$ cat src/hw/dre_pkg.sv
// Purpose: Shared constants for the descriptor RAM emulation block
// Assumes: 32-bit register port, byte addressed, one word per register
// Notes:   Descriptor slots are numbered in their layout order in RAM
package dre_pkg;
  localparam int unsigned RAM_BYTES = 512;
  localparam int unsigned RAM_WORDS = RAM_BYTES / 4;
  localparam int unsigned RAM_AW    = 7;
  localparam int unsigned NUM_DESC  = 10;
  localparam int unsigned NUM_PINS  = 11;

  localparam logic [7:0] OFS_HW_SETUP  = 8'h00;
  localparam logic [7:0] OFS_ID_LOWER  = 8'h04;
  localparam logic [7:0] OFS_ID_UPPER  = 8'h08;
  localparam logic [7:0] OFS_IND_SETUP = 8'h0c;
  localparam logic [7:0] OFS_PIN_WAKE  = 8'h10;
  localparam logic [7:0] OFS_HS_LEN    = 8'h14;
  localparam logic [7:0] OFS_FS_LEN    = 8'h18;
  localparam logic [7:0] OFS_TEXT0     = 8'h1c;
  localparam logic [7:0] OFS_TEXT1     = 8'h20;
  localparam logic [7:0] OFS_FLAGS     = 8'h24;
  localparam logic [7:0] OFS_DP_ADDR   = 8'h28;
  localparam logic [7:0] OFS_DP_DATA   = 8'h2c;
  localparam logic [7:0] OFS_STATUS    = 8'h30;

  localparam int unsigned HW_EMU_BIT   = 0;
  localparam int unsigned HW_PROT_BIT  = 1;
  localparam int unsigned HW_TEST_BIT  = 2;
  localparam int unsigned HW_GAIN_LSB  = 4;
  localparam int unsigned FLG_PWR_BIT  = 0;
  localparam int unsigned FLG_RWK_BIT  = 1;
  localparam int unsigned FLG_PME_LSB  = 2;
  localparam int unsigned BMA_PWR_BIT  = 6;
  localparam int unsigned BMA_RWK_BIT  = 5;
  localparam logic [9:0]  BMA_OFFSET   = 10'h007;

  localparam logic [7:0]  DEV_SIZE     = 8'h12;
  localparam logic [7:0]  DEV_TYPE     = 8'h01;
  localparam logic [7:0]  CFG_TYPE     = 8'h02;
  localparam logic [7:0]  EEP_FREE_LO  = 8'h96;
  localparam logic [31:0] RST_WORD     = 32'h0000_0000;

  typedef enum logic [3:0] {
    DRE_LANG = 4'h0, DRE_STR1 = 4'h1, DRE_STR2 = 4'h2, DRE_STR3 = 4'h3,
    DRE_STR4 = 4'h4, DRE_STR5 = 4'h5, DRE_HS_DEV = 4'h6, DRE_HS_CFG = 4'h7,
    DRE_FS_DEV = 4'h8, DRE_FS_CFG = 4'h9
  } dre_slot_t;
endpackage

$ cat src/hw/dre_desc_ram.sv
// Purpose: Descriptor memory, one write port and one registered read port
// Assumes: Word wide; the reader issues an address and sees data one edge later
// Notes:   Contents are never cleared, so they survive any reset
module dre_desc_ram
  import dre_pkg::*;
(
  input  wire logic              i_ref_clk,
  input  wire logic              i_wr_en,
  input  wire logic [RAM_AW-1:0] i_wr_addr,
  input  wire logic [31:0]       i_wr_data,
  input  wire logic [RAM_AW-1:0] i_rd_addr,
  output logic      [31:0]       o_rd_data
);
  logic [31:0] mem_q [RAM_WORDS];

  always_ff @(posedge i_ref_clk) begin
    if (i_wr_en) begin
      mem_q[i_wr_addr] <= i_wr_data;
    end
  end

  always_ff @(posedge i_ref_clk) begin
    o_rd_data <= mem_q[i_rd_addr];
  end
endmodule

$ cat src/hw/dre_emulator.sv
// Purpose: Serves USB descriptors from RAM or from EEPROM-loaded data
// Assumes: i_rst is power-on reset; i_soft_rst is any other reset, one cycle
// Notes:   Descriptor bytes answer two edges after the request
//
// The implementer's own choices: the address map and the plain strobed port.
module dre_emulator
  import dre_pkg::*;
(
  input  wire logic                i_ref_clk,
  input  wire logic                i_rst,
  input  wire logic                i_soft_rst,
  input  wire logic [7:0]          i_addr,
  input  wire logic [31:0]         i_wr_data,
  input  wire logic                i_wr,
  input  wire logic                i_rd,
  output logic      [31:0]         o_rd_data,
  input  wire logic                i_eep_present,
  input  wire logic                i_desc_req,
  input  wire logic [3:0]          i_desc_slot,
  input  wire logic [7:0]          i_desc_idx,
  input  wire logic [7:0]          i_eep_base,
  input  wire logic [7:0]          i_eep_len,
  input  wire logic [7:0]          i_eep_data,
  output logic      [7:0]          o_eep_addr,
  output logic                     o_desc_valid,
  output logic      [7:0]          o_desc_byte,
  output logic      [7:0]          o_desc_len,
  output logic      [47:0]         o_station_id,
  output logic      [1:0]          o_drive_gain,
  output logic                     o_indicator_choice,
  output logic      [NUM_PINS-1:0] o_pin_wake,
  output logic                     o_power_source_flag,
  output logic                     o_remote_wakeup_flag,
  output logic      [NUM_PINS-1:0] o_pme_flags,
  output logic                     o_emulation_active
);
  logic [31:0] hw_q, id_lo_q, id_hi_q, ind_q, wake_q;
  logic [31:0] hs_q, fs_q, txt0_q, txt1_q, flags_q;
  logic [RAM_AW-1:0] dp_addr_q;
  logic        attr_written_q;
  logic        emu, prot, test_mode, soft_clr, lang_ok;
  logic [7:0]  lens [NUM_DESC];
  logic [9:0]  base [NUM_DESC];
  logic        dp_wr;
  logic [RAM_AW-1:0] ram_rd_addr;
  logic [31:0] ram_rd_data;
  logic        s1_valid_q, s1_emu_q, s1_in_q, s1_eep_free_q;
  logic [3:0]  s1_slot_q;
  logic [7:0]  s1_idx_q, s1_len_q;
  logic [1:0]  s1_lane_q;
  logic [9:0]  req_addr;

  function automatic logic [9:0] align_len(input logic [7:0] len);
    align_len = ({2'b00, len} + 10'h003) & 10'h3fc;
  endfunction

  function automatic logic is_dev(input logic [3:0] slot);
    is_dev = (slot == DRE_HS_DEV) || (slot == DRE_FS_DEV);
  endfunction

  function automatic logic is_cfg(input logic [3:0] slot);
    is_cfg = (slot == DRE_HS_CFG) || (slot == DRE_FS_CFG);
  endfunction

  assign emu       = hw_q[HW_EMU_BIT];
  assign prot      = hw_q[HW_PROT_BIT];
  assign test_mode = hw_q[HW_TEST_BIT];
  // Unprotected soft reset behaves like power-on for the held state
  assign soft_clr  = i_soft_rst && !prot;
  assign lang_ok   = (txt0_q[31:8] != 24'h0) || (txt1_q[15:0] != 16'h0);
  assign dp_wr     = i_wr && (i_addr == OFS_DP_DATA) && test_mode;

  always_comb begin
    lens[DRE_LANG]   = txt0_q[7:0];
    lens[DRE_STR1]   = txt0_q[15:8];
    lens[DRE_STR2]   = txt0_q[23:16];
    lens[DRE_STR3]   = txt0_q[31:24];
    lens[DRE_STR4]   = txt1_q[7:0];
    lens[DRE_STR5]   = txt1_q[15:8];
    lens[DRE_HS_DEV] = hs_q[7:0];
    lens[DRE_HS_CFG] = hs_q[15:8];
    lens[DRE_FS_DEV] = fs_q[7:0];
    lens[DRE_FS_CFG] = fs_q[15:8];
  end

  assign base[0] = 10'h000;
  genvar g;
  generate
    for (g = 1; g < NUM_DESC; g++) begin : g_base
      assign base[g] = base[g-1] + align_len(lens[g-1]);
    end
  endgenerate

  assign req_addr = base[i_desc_slot] + {2'b00, i_desc_idx};
  assign ram_rd_addr = req_addr[RAM_AW+1:2];

  always_ff @(posedge i_ref_clk or posedge i_rst) begin
    if (i_rst) begin
      hw_q    <= RST_WORD;
      id_lo_q <= RST_WORD;
      id_hi_q <= RST_WORD;
      ind_q   <= RST_WORD;
      wake_q  <= RST_WORD;
    end else if (soft_clr) begin
      hw_q    <= RST_WORD;
      id_lo_q <= RST_WORD;
      id_hi_q <= RST_WORD;
      ind_q   <= RST_WORD;
      wake_q  <= RST_WORD;
    end else if (i_wr) begin
      case (i_addr)
        OFS_HW_SETUP:  hw_q    <= i_wr_data;
        OFS_ID_LOWER:  id_lo_q <= i_wr_data;
        OFS_ID_UPPER:  id_hi_q <= {16'h0000, i_wr_data[15:0]};
        OFS_IND_SETUP: ind_q   <= {31'h0, i_wr_data[0]};
        OFS_PIN_WAKE:  wake_q  <= {21'h0, i_wr_data[NUM_PINS-1:0]};
        default:       hw_q    <= hw_q;
      endcase
    end
  end

  always_ff @(posedge i_ref_clk or posedge i_rst) begin
    if (i_rst) begin
      hs_q <= RST_WORD;
      fs_q <= RST_WORD;
      txt0_q <= RST_WORD;
      txt1_q <= RST_WORD;
      attr_written_q <= 1'b0;
    end else if (soft_clr) begin
      hs_q <= RST_WORD;
      fs_q <= RST_WORD;
      txt0_q <= RST_WORD;
      txt1_q <= RST_WORD;
      attr_written_q <= 1'b0;
    end else if (i_wr) begin
      case (i_addr)
        OFS_HS_LEN: begin
          hs_q <= {16'h0, i_wr_data[15:0]};
          attr_written_q <= 1'b1;
        end
        OFS_FS_LEN: begin
          fs_q <= {16'h0, i_wr_data[15:0]};
          attr_written_q <= 1'b1;
        end
        OFS_TEXT0: begin
          txt0_q <= i_wr_data;
          attr_written_q <= 1'b1;
        end
        OFS_TEXT1: begin
          txt1_q <= {16'h0, i_wr_data[15:0]};
          attr_written_q <= 1'b1;
        end
        default: attr_written_q <= attr_written_q;
      endcase
    end
  end

  // Flag register; RAM config writes may patch it once lengths are known
  always_ff @(posedge i_ref_clk or posedge i_rst) begin
    if (i_rst) begin
      flags_q <= RST_WORD;
    end else if (soft_clr) begin
      flags_q <= RST_WORD;
    end else if (dp_wr && attr_written_q &&
                 ((dp_addr_q == 7'((base[DRE_HS_CFG] + BMA_OFFSET) >> 2) &&
                   lens[DRE_HS_CFG] != 8'h00) ||
                  (dp_addr_q == 7'((base[DRE_FS_CFG] + BMA_OFFSET) >> 2) &&
                   lens[DRE_FS_CFG] != 8'h00))) begin
      flags_q[FLG_PWR_BIT] <= i_wr_data[24 + BMA_PWR_BIT];
      flags_q[FLG_RWK_BIT] <= i_wr_data[24 + BMA_RWK_BIT];
    end else if (i_wr && (i_addr == OFS_FLAGS) && !i_eep_present) begin
      flags_q <= {19'h0, i_wr_data[FLG_PME_LSB+NUM_PINS-1:0]};
    end
  end

  // Data port pointer steps one word per write
  always_ff @(posedge i_ref_clk or posedge i_rst) begin
    if (i_rst) begin
      dp_addr_q <= '0;
    end else if (soft_clr) begin
      dp_addr_q <= '0;
    end else if (i_wr && (i_addr == OFS_DP_ADDR)) begin
      dp_addr_q <= i_wr_data[RAM_AW-1:0];
    end else if (dp_wr) begin
      dp_addr_q <= dp_addr_q + 7'h01;
    end
  end

  dre_desc_ram u_ram (
    .i_ref_clk (i_ref_clk),
    .i_wr_en   (dp_wr),
    .i_wr_addr (dp_addr_q),
    .i_wr_data (i_wr_data),
    .i_rd_addr (ram_rd_addr),
    .o_rd_data (ram_rd_data)
  );

  always_ff @(posedge i_ref_clk or posedge i_rst) begin
    if (i_rst) begin
      o_rd_data <= RST_WORD;
    end else if (i_rd) begin
      case (i_addr)
        OFS_HW_SETUP:  o_rd_data <= hw_q;
        OFS_ID_LOWER:  o_rd_data <= id_lo_q;
        OFS_ID_UPPER:  o_rd_data <= id_hi_q;
        OFS_IND_SETUP: o_rd_data <= ind_q;
        OFS_PIN_WAKE:  o_rd_data <= wake_q;
        OFS_HS_LEN:    o_rd_data <= hs_q;
        OFS_FS_LEN:    o_rd_data <= fs_q;
        OFS_TEXT0:     o_rd_data <= txt0_q;
        OFS_TEXT1:     o_rd_data <= txt1_q;
        OFS_FLAGS:     o_rd_data <= i_eep_present ? RST_WORD : flags_q;
        OFS_DP_ADDR:   o_rd_data <= {25'h0, dp_addr_q};
        OFS_STATUS:    o_rd_data <= {29'h0, attr_written_q, lang_ok, emu};
        default:       o_rd_data <= RST_WORD;
      endcase
    end else begin
      o_rd_data <= RST_WORD;
    end
  end

  // Request stage: RAM or EEPROM address goes out, length is resolved
  always_ff @(posedge i_ref_clk or posedge i_rst) begin
    if (i_rst) begin
      s1_valid_q    <= 1'b0;
      s1_emu_q      <= 1'b0;
      s1_in_q       <= 1'b0;
      s1_eep_free_q <= 1'b0;
      s1_slot_q     <= 4'h0;
      s1_idx_q      <= 8'h00;
      s1_len_q      <= 8'h00;
      s1_lane_q     <= 2'h0;
      o_eep_addr    <= 8'h00;
    end else begin
      s1_valid_q <= i_desc_req;
      if (i_desc_req) begin
        s1_emu_q  <= emu;
        s1_slot_q <= i_desc_slot;
        s1_idx_q  <= i_desc_idx;
        s1_lane_q <= req_addr[1:0];
        if (emu) begin
          if (i_desc_slot == DRE_LANG && !lang_ok) begin
            s1_len_q <= 8'h00;
          end else if (is_dev(i_desc_slot) && lens[i_desc_slot] != 8'h00) begin
            s1_len_q <= DEV_SIZE;
          end else begin
            s1_len_q <= lens[i_desc_slot];
          end
          s1_in_q       <= (i_desc_idx < lens[i_desc_slot]);
          s1_eep_free_q <= 1'b0;
        end else begin
          s1_len_q      <= i_eep_len;
          s1_in_q       <= (i_desc_idx < i_eep_len);
          o_eep_addr    <= i_eep_base + i_desc_idx;
          s1_eep_free_q <= ((i_eep_base + i_desc_idx) >= EEP_FREE_LO);
        end
      end
    end
  end

  // Answer stage: byte patched as it leaves
  always_ff @(posedge i_ref_clk or posedge i_rst) begin
    if (i_rst) begin
      o_desc_valid <= 1'b0;
      o_desc_byte  <= 8'h00;
      o_desc_len   <= 8'h00;
    end else begin
      o_desc_valid <= s1_valid_q;
      if (s1_valid_q) begin
        o_desc_len <= s1_len_q;
        if (!s1_in_q) begin
          o_desc_byte <= 8'h00;
        end else if (!s1_emu_q) begin
          o_desc_byte <= s1_eep_free_q ? 8'h00 : i_eep_data;
        end else if (is_dev(s1_slot_q) && s1_idx_q == 8'h00) begin
          o_desc_byte <= DEV_SIZE;
        end else if (is_dev(s1_slot_q) && s1_idx_q == 8'h01) begin
          o_desc_byte <= DEV_TYPE;
        end else if (is_cfg(s1_slot_q) && s1_idx_q == 8'h01) begin
          o_desc_byte <= CFG_TYPE;
        end else begin
          o_desc_byte <= ram_rd_data[8*s1_lane_q +: 8];
        end
      end
    end
  end

  always_ff @(posedge i_ref_clk or posedge i_rst) begin
    if (i_rst) begin
      o_station_id         <= 48'h0;
      o_drive_gain         <= 2'h0;
      o_indicator_choice   <= 1'b0;
      o_pin_wake           <= '0;
      o_power_source_flag  <= 1'b0;
      o_remote_wakeup_flag <= 1'b0;
      o_pme_flags          <= '0;
      o_emulation_active   <= 1'b0;
    end else begin
      o_station_id         <= {id_hi_q[15:0], id_lo_q};
      o_drive_gain         <= hw_q[HW_GAIN_LSB +: 2];
      o_indicator_choice   <= ind_q[0];
      o_pin_wake           <= wake_q[NUM_PINS-1:0];
      o_power_source_flag  <= flags_q[FLG_PWR_BIT];
      o_remote_wakeup_flag <= flags_q[FLG_RWK_BIT];
      o_pme_flags          <= flags_q[FLG_PME_LSB +: NUM_PINS];
      o_emulation_active   <= emu;
    end
  end

  property p_lat;
    @(posedge i_ref_clk) disable iff (i_rst) i_desc_req |-> ##2 o_desc_valid;
  endproperty
  answer_latency_a: assert property (p_lat) else $error("answer not two edges");

  dev_size_a: assert property (@(posedge i_ref_clk) disable iff (i_rst)
    i_desc_req && emu && is_dev(i_desc_slot) && i_desc_idx == 8'h00 &&
    lens[i_desc_slot] != 8'h00 |-> ##2 o_desc_byte == 8'h12)
    else $error("device size byte not forced");

  dev_type_a: assert property (@(posedge i_ref_clk) disable iff (i_rst)
    i_desc_req && emu && is_dev(i_desc_slot) && i_desc_idx == 8'h01 &&
    lens[i_desc_slot] > 8'h01 |-> ##2 o_desc_byte == 8'h01)
    else $error("device type byte not forced");

  cfg_type_a: assert property (@(posedge i_ref_clk) disable iff (i_rst)
    i_desc_req && emu && is_cfg(i_desc_slot) && i_desc_idx == 8'h01 &&
    lens[i_desc_slot] > 8'h01 |-> ##2 o_desc_byte == 8'h02)
    else $error("config type byte not forced");

  lang_off_a: assert property (@(posedge i_ref_clk) disable iff (i_rst)
    i_desc_req && emu && i_desc_slot == DRE_LANG && !lang_ok |-> ##2 o_desc_len == 8'h00)
    else $error("language id served with no strings");

  flag_lock_a: assert property (@(posedge i_ref_clk) disable iff (i_rst)
    i_wr && i_addr == OFS_FLAGS && i_eep_present && !i_soft_rst |=> $stable(flags_q))
    else $error("flag register changed under EEPROM");

  protect_hold_a: assert property (@(posedge i_ref_clk) disable iff (i_rst)
    i_soft_rst && prot && !i_wr |=> $stable(id_lo_q) && $stable(txt0_q) && $stable(hw_q))
    else $error("protected state lost on soft reset");

  eep_free_a: assert property (@(posedge i_ref_clk) disable iff (i_rst)
    i_desc_req && !emu && (i_eep_base + i_desc_idx) >= EEP_FREE_LO |-> ##2 o_desc_byte == 8'h00)
    else $error("free EEPROM area served");

  port_step_a: assert property (@(posedge i_ref_clk) disable iff (i_rst)
    dp_wr && !i_soft_rst |=> dp_addr_q == $past(dp_addr_q) + 7'h01)
    else $error("data port pointer did not step");

  cov_emu_dev_c: cover property (@(posedge i_ref_clk) disable iff (i_rst)
    i_desc_req && emu && is_dev(i_desc_slot) ##2 o_desc_valid);
  cov_eep_c: cover property (@(posedge i_ref_clk) disable iff (i_rst)
    i_desc_req && !emu ##2 o_desc_valid);
  cov_protect_c: cover property (@(posedge i_ref_clk) disable iff (i_rst)
    i_soft_rst && prot && emu);
endmodule

$ cat config.mk
export PLATFORM = sky130hd
export DESIGN_NAME = dre_emulator
export DESIGN_NICKNAME = d
export VERILOG_FILES = /design/src/hw/dre_pkg.sv /design/src/hw/dre_desc_ram.sv /design/src/hw/dre_emulator.sv
export SDC_FILE = /design/constraint.sdc
export NUM_CORES = 2
export LEC_CHECK = 0
export BUFFER_PORTS_ARGS = -buffer_cell sky130_fd_sc_hd__clkbuf_2
export CAP_MARGIN = 30
export CORE_ASPECT_RATIO = 0.7
export CORE_UTILIZATION = 40
export CTS_CLUSTER_SIZE = 16
export DETAILED_ROUTE_END_ITERATION = 8
export HOLD_SLACK_MARGIN = 0.06
export PLACE_DENSITY = 0.58
export SLEW_MARGIN = 20
export SYNTH_ARGS = -nofsm -noshare
export SYNTH_HDL_FRONTEND = slang
export SYNTH_SLANG_ARGS = --single-unit
$ cat constraint.sdc
create_clock -name i_ref_clk -period 15.13 [get_ports i_ref_clk]
set_clock_uncertainty 0.1 [all_clocks]
set_input_delay 1.513 -clock i_ref_clk [delete_from_list [all_inputs] [get_ports i_ref_clk]]
set_output_delay 1.513 -clock i_ref_clk [all_outputs]
set_load 0.02 [all_outputs]
After elaboration in Yosys (flattened, before gate mapping)
Memory sizes are Yosys's and may differ from the RTL's. A register that Yosys moved wholly into a read port is not among the register bits.
Cells that the tools add are included.
{"block": "op_classes", "n_addsub": 22, "n_lt_le_gt_ge": 4, "n_eq_ne": 22, "n_shift": 1, "muxes": 59, "bitwise_logic": 2, "reduce_logical": 58}
{"operator": "$mux W32", "count": 31}
{"operator": "$pmux W32 S12", "count": 1}
{"operator": "$mux W8", "count": 11}
{"operator": "$add A8 B2 Y9 const B", "count": 9}
{"operator": "$add A10 B9 Y10", "count": 7}
{"operator": "$bmux W10 S4", "count": 1}
{"operator": "$eq A8 B6 Y1 const B", "count": 5}
{"operator": "$bmux W8 S4", "count": 1}
{"operator": "$eq A8 B5 Y1 const B", "count": 4}
{"operator": "$shiftx A32 B6 Y8", "count": 1}
{"operator": "$mux W30", "count": 1}
{"operator": "$reduce_and A2 Y1", "count": 12}
{"operator": "$reduce_bool A2 Y1", "count": 12}
{"operator": "$reduce_bool A24 Y1", "count": 1}
{"operator": "$reduce_bool A8 Y1", "count": 3}
{"operator": "$mux W7", "count": 3}
{"operator": "$add A9 B3 Y9 const B", "count": 2}
{"operator": "$mux W9", "count": 2}
{"operator": "$eq A8 B4 Y1 const B", "count": 2}
{"operator": "$logic_not A8 Y1", "count": 2}
{"operator": "$lt A8 B8 Y1", "count": 2}
{"operator": "$reduce_bool A16 Y1", "count": 1}
{"operator": "$logic_and A1 B1 Y1", "count": 15}
{"operator": "$eq A7 B7 Y1", "count": 2}
{"operator": "20 further kinds", "count": 37}
{"block": "word_totals", "reg_bits": 487, "mem_bits_rw": 4096, "in_bits": 83, "out_inout_bits": 133, "elab_cells": 203, "mem_count": 1}
{"name": "u_ram.mem_q", "words": 128, "width": 32, "rd": 1, "rd_clocked_by_memory_dff": 1, "wr": 1, "line": "dre_desc_ram.sv:14", "source": "logic [31:0] mem_q [RAM_WORDS];"}

Logic depth before layout (Yosys ltp)
{"block": "logic_depth", "depth_word": 16, "ltp_mapped": 36, "ltp_nobuf": 34}

By module
Synthesis repeated with hierarchy kept, for this count alone.
{"block": "unflattened", "cells_unflattened": 7989, "area_unflattened_um2": 175453.3}
{"mod": "dre_desc_ram", "n_inst": 1, "cells_each": 5990, "area_per_inst_um2": 156276.1, "seq_area_each_um2": 123638.6}
{"mod": "dre_emulator", "n_inst": 1, "cells_each": 1999, "area_per_inst_um2": 19177.1, "seq_area_each_um2": 8758.4}

Worst setup path before layout
OpenSTA, ideal clock, no wires.
{"block": "synth_path", "path_kind": "register to register", "start": "register txt0_q[1]", "end": "register u_ram.o_rd_data[0] (read register of u_ram.mem_q)", "setup_ns": 0.131, "arrival_time_ns": 8.498, "t_required_ns": 14.899, "setup_slack_ns": 6.402, "path_stages_with_launch": 30, "n_path_buf": 2, "synth_period_minus_slack_ns": 8.728, "cell_sequence": "dfrtp_1 -> nor2_1 -> xnor2_1 -> ha_1 -> inv_1 -> fa_1 -> inv_1 -> fa_1 -> fa_1 -> fa_1 -> fa_1 -> inv_1 -> fa_1 -> xnor2_1 -> ha_1 -> xor2_1 -> ha_1 -> xor2_1 -> nor2_1 -> o32a_1 -> o21ai_0 -> ha_1 -> xnor2_1 -> clkbuf_1 -> buf_1 -> mux4_2 -> mux2i_1 -> nor2_1 -> a21oi_1 -> mux2i_1"}
{"block": "synth_between", "elab_chain_cells": 13}
{"element": "from (decl)", "line": "dre_emulator.sv:38", "source": "logic [31:0] hs_q, fs_q, txt0_q, txt1_q, flags_q;"}
{"element": "from (signal assigned)", "line": "dre_emulator.sv:146", "source": "txt0_q <= i_wr_data;"}
{"element": "$add A8 B2 Y9 (*)", "line": "dre_emulator.sv:54", "source": "align_len = ({2'b00, len} + 10'h003) & 10'h3fc;"}
{"element": "$add A9 B9 Y10", "line": "dre_emulator.sv:90", "source": "assign base[g] = base[g-1] + align_len(lens[g-1]);"}
{"element": "$add A10 B9 Y10 (7 in series)", "line": "dre_emulator.sv:90"}
{"element": "$bmux W10 S4 (*)", "line": "dre_emulator.sv:94", "source": "assign req_addr = base[i_desc_slot] + {2'b00, i_desc_idx};"}
{"element": "$mux W9 (not written as such) (*) (2 in series)", "line": "dre_emulator.sv:94"}
{"element": "$add A9 B8 Y9 (*)", "line": "dre_emulator.sv:94"}
{"element": "to (decl)", "line": "dre_desc_ram.sv:12", "source": "output logic [31:0] o_rd_data"}
Mark *: on every way between the ends. The rest lies on a longest branch, timed or not. The select of a mux whose other input is x is not followed.
A chain may end at the register's enable or synchronous reset.

Worst setup path in the final report
{"block": "layout_path", "start": "register txt0_q[0]", "end": "register u_ram.o_rd_data[17] (read register of u_ram.mem_q)"}
The elaborated chain is that of the path after synthesis.

==> metrics.csv <==
metric,value,unit
status,finished clean,
htreeDepth,5,
met1_usage,0.349,
critPathKind,flop to flop,
gr-usage-met2,0.350,
finalSetupTns,0,ps
drt_iter0_markers,13736,
die_area,0.442,mm2
grt.overflow.total,0,
drc,0,
slew_headroom,0.250,
vias,90231,
final_core_util,0.457,
wl,523000,um
ctsHoldBuffers,0,
wl_per_cell,35.1,um
slowest_stage,fa_4,
grt.met3_usage,0.0497,
min_path_cells,0,
synth.top_cells.by_count,"4096 x edfxtp_1, 1306 x mux4_2, 486 x nand2_1, 350 x dfrtp_1, 325 x clkbuf_1",
worstPathRequired,15880,ps
die_y,557,um
via_per_inst,6.05,
yosysSeqAreaShare,0.753,
grt_max_degree,132,
rsz0062_at_grt,no,
worst_pin_slew,1120,ps
synth_edf_count,4096,
post_cts_buffers,0,
initial_core_util,0.402,
cts_max_path_buffers,4,
synthArstFlopShare,0.0782,
ys_warn_count,0,
reg2reg_from,txt0_q[0]$_DFFE_PP0P_,
core_area,0.437,mm2
num_io_pins,216,
finalCritPeriodShare,0.773,
leakage,0.0637,uW
hp-start,id_lo_q[17]$_DFFE_PP0P_,
grt_usage,0.232,
die_x,795,um
port_buffers,215,
regToRegSetupSlack,3430,ps
final_nets,8873,
rr_endpoint,u_ram.o_rd_data[17]$_DFF_P_,
period_minus_slack,11700,ps
cts.sinks,4478,
yosysTopAreaCell,edfxtp_1,
cts_resized,0,
placementRows,203,
hold-path-endpoint,o_station_id[17]$_DFF_PP0_,
place_area,0.186,mm2
dp_hpwl,293000,um
synthesis.nets,8405,
clkTransAtPathRegs,70,ps
antenna_found_initial,40,
cp_common_cell,fa_1,
critical_path.max_fanout,77,
synth_cell_types,78,
antenna_left,0,
numCtsBuffers,416,
grt_pass1_vias,88235,
ff2ff_path_depth,29,
netlist_area,0.176,mm2
cp-end-kind,flop,
finalSetupViolCount,0,
yosys-top-cells-area,"edfxtp_1 70%, mux4_2 17%, dfrtp_1 5.0%, nand2_1 1.0%, a21oi_1 0.84%",
grt_pass1_wl,721000,um
fill_cells,36135,
synth.most_common_cell,edfxtp_1,
gp_congestion,0.871,
clk_latency,1060,ps
ys_seq_elements,4478,
cp_slowest_stage_delay,1360,ps
cp-start-kind,flop,
hold_path.class,flop to flop,
timing.fmax,85.5,MHz
layout-drive-gt1-share,0.296,
fin_area,0.200,mm2
cts_tree,yes,
areaGrowthSynthToFinish,13.7,%
drv_cap,0,
syn_avg_cell_area,21.4,um2
synthFlopType,edfxtp_1,
final_hold_viol_count,0,
dr.pass1.iters,8,
critPathArrivalTime,12440,ps
ir_drop,0.000259,V
root_buffer,clkbuf_16,
synthCells,8234,
grt.busiest_layer,met2,
netlist.area_leader.share,0.699,
final_max_slew_viol_count,0,
power_density,196,mW/mm2
==> kinds of logic after synthesis <==
family / share of synthesized area
AO/OA/AOI/OAI: 0.0198
XOR/XNOR: 0.00694
adder cells (fa/ha/maj): 0.00669
buffers and inverters: 0.0124
flip-flops: 0.753
multiplexers: 0.180
AND/OR/NAND/NOR: 0.0216
==> per-stage QoR <==
stage	hold slack, ps	worst slack (ps)	power (uW)	instances
6_report	309	3430	39100	14916
5_1_grt	319	3230	40400	14902
4_1_cts	316	3350	39300	14884
3_5_place_dp	295	3430	28800	14110
3_3_place_gp	296	3400	28800	14102
2_1_floorplan	252	3810	22900	8234
==> final cells by class <==
type / instances / area (um2) / area share
repair buffers: 515 / 3970 / 0.0198
diodes: 16 / 40.0 / 0.000200
well taps: 5842 / 7310 / 0.0366
flip-flops and latches: 4478 / 132000 / 0.662
clock inverters: 259 / 2520 / 0.0126
clock buffers: 515 / 11000 / 0.0549
inverters: 73 / 282 / 0.00141
multi-input cells: 3218 / 42400 / 0.212
==> cell usage in the layout, fill, tap and decap left out, types with 13 or more instances in the layout <==
| cell type | instances |
|---|---|
| buf_16 | 13 |
| clkbuf_2 | 182 |
| mux2i_1 | 110 |
| xnor2_1 | 86 |
| buf_12 | 24 |
| a21o_1 | 20 |
| a21oi_1 | 293 |
| clkinv_2 | 76 |
| clkinv_1 | 97 |
| clkbuf_16 | 419 |
| a221oi_1 | 14 |
| a22oi_1 | 41 |
| o21bai_1 | 19 |
| xor2_1 | 43 |
| o21ai_0 | 76 |
| diode_2 | 16 |
| nor2b_1 | 23 |
| nor2_4 | 128 |
| mux4_2 | 1306 |
| dfxtp_1 | 32 |
| a22o_1 | 14 |
| a31oi_1 | 17 |
| clkbuf_1 | 83 |
| nand4_1 | 23 |
| ha_1 | 77 |
| nand2_1 | 480 |
| buf_4 | 291 |
| mux2_2 | 89 |
| dfrtp_1 | 350 |
| a222oi_1 | 18 |
| clkbuf_8 | 14 |
| nor2_1 | 126 |
| nand3_1 | 40 |
| edfxtp_1 | 4096 |
| inv_1 | 72 |
| bufinv_16 | 38 |
| clkinvlp_4 | 16 |
==> registers in the layout, summed over array words and instances (netlist names), 32 cells and up <==
signal / count
hw_q: 32
id_lo_q: 32
o_rd_data: 32
o_station_id: 48
txt0_q: 32
u_ram.mem_q: 4096
u_ram.o_rd_data: 32
==> worst max-delay path: cells and delay by family, from the launching register on <==
family                     cells  cell delay (ps)
DFF                            1              460
muxes                          5             1930
and+or+nand+nor                3              620
buffers and inverters          7             1420
AOI/OAI and AO/OA              3              590
adders and majority gates     10             5920
xor gates and xnor gates       1              200
==> metal layers <==
metal	wire length (um)	up-vias
met5	69	-
met4	12400	10
met3	53200	681
met2	235000	4894
met1	222000	49560
li1	-	35086
==> where the power goes <==
| group | switching [uW] | leakage (uW) | total, uW | internal (uW) |
|---|---|---|---|---|
| logic | 8710 | 0.0153 | 14900 | 6190 |
| registers | 106 | 0.0418 | 13700 | 13600 |
| clock network | 4700 | 0.00657 | 10500 | 5820 |
==> worst max path at each step <==
stage / from / endpoint / cells past startpoint
after floorplan: i_rst / attr_written_q$_DFFE_PP0P_ / 1
after global placement: txt0_q[1]$_DFFE_PP0P_ / u_ram.o_rd_data[17]$_DFF_P_ / 29
after detailed placement: txt0_q[0]$_DFFE_PP0P_ / u_ram.o_rd_data[17]$_DFF_P_ / 29
after CTS: txt0_q[0]$_DFFE_PP0P_ / u_ram.o_rd_data[17]$_DFF_P_ / 29
after global routing: txt0_q[0]$_DFFE_PP0P_ / u_ram.o_rd_data[17]$_DFF_P_ / 29
final: txt0_q[0]$_DFFE_PP0P_ / u_ram.o_rd_data[17]$_DFF_P_ / 29
Power figures use the tool's default switching activity.
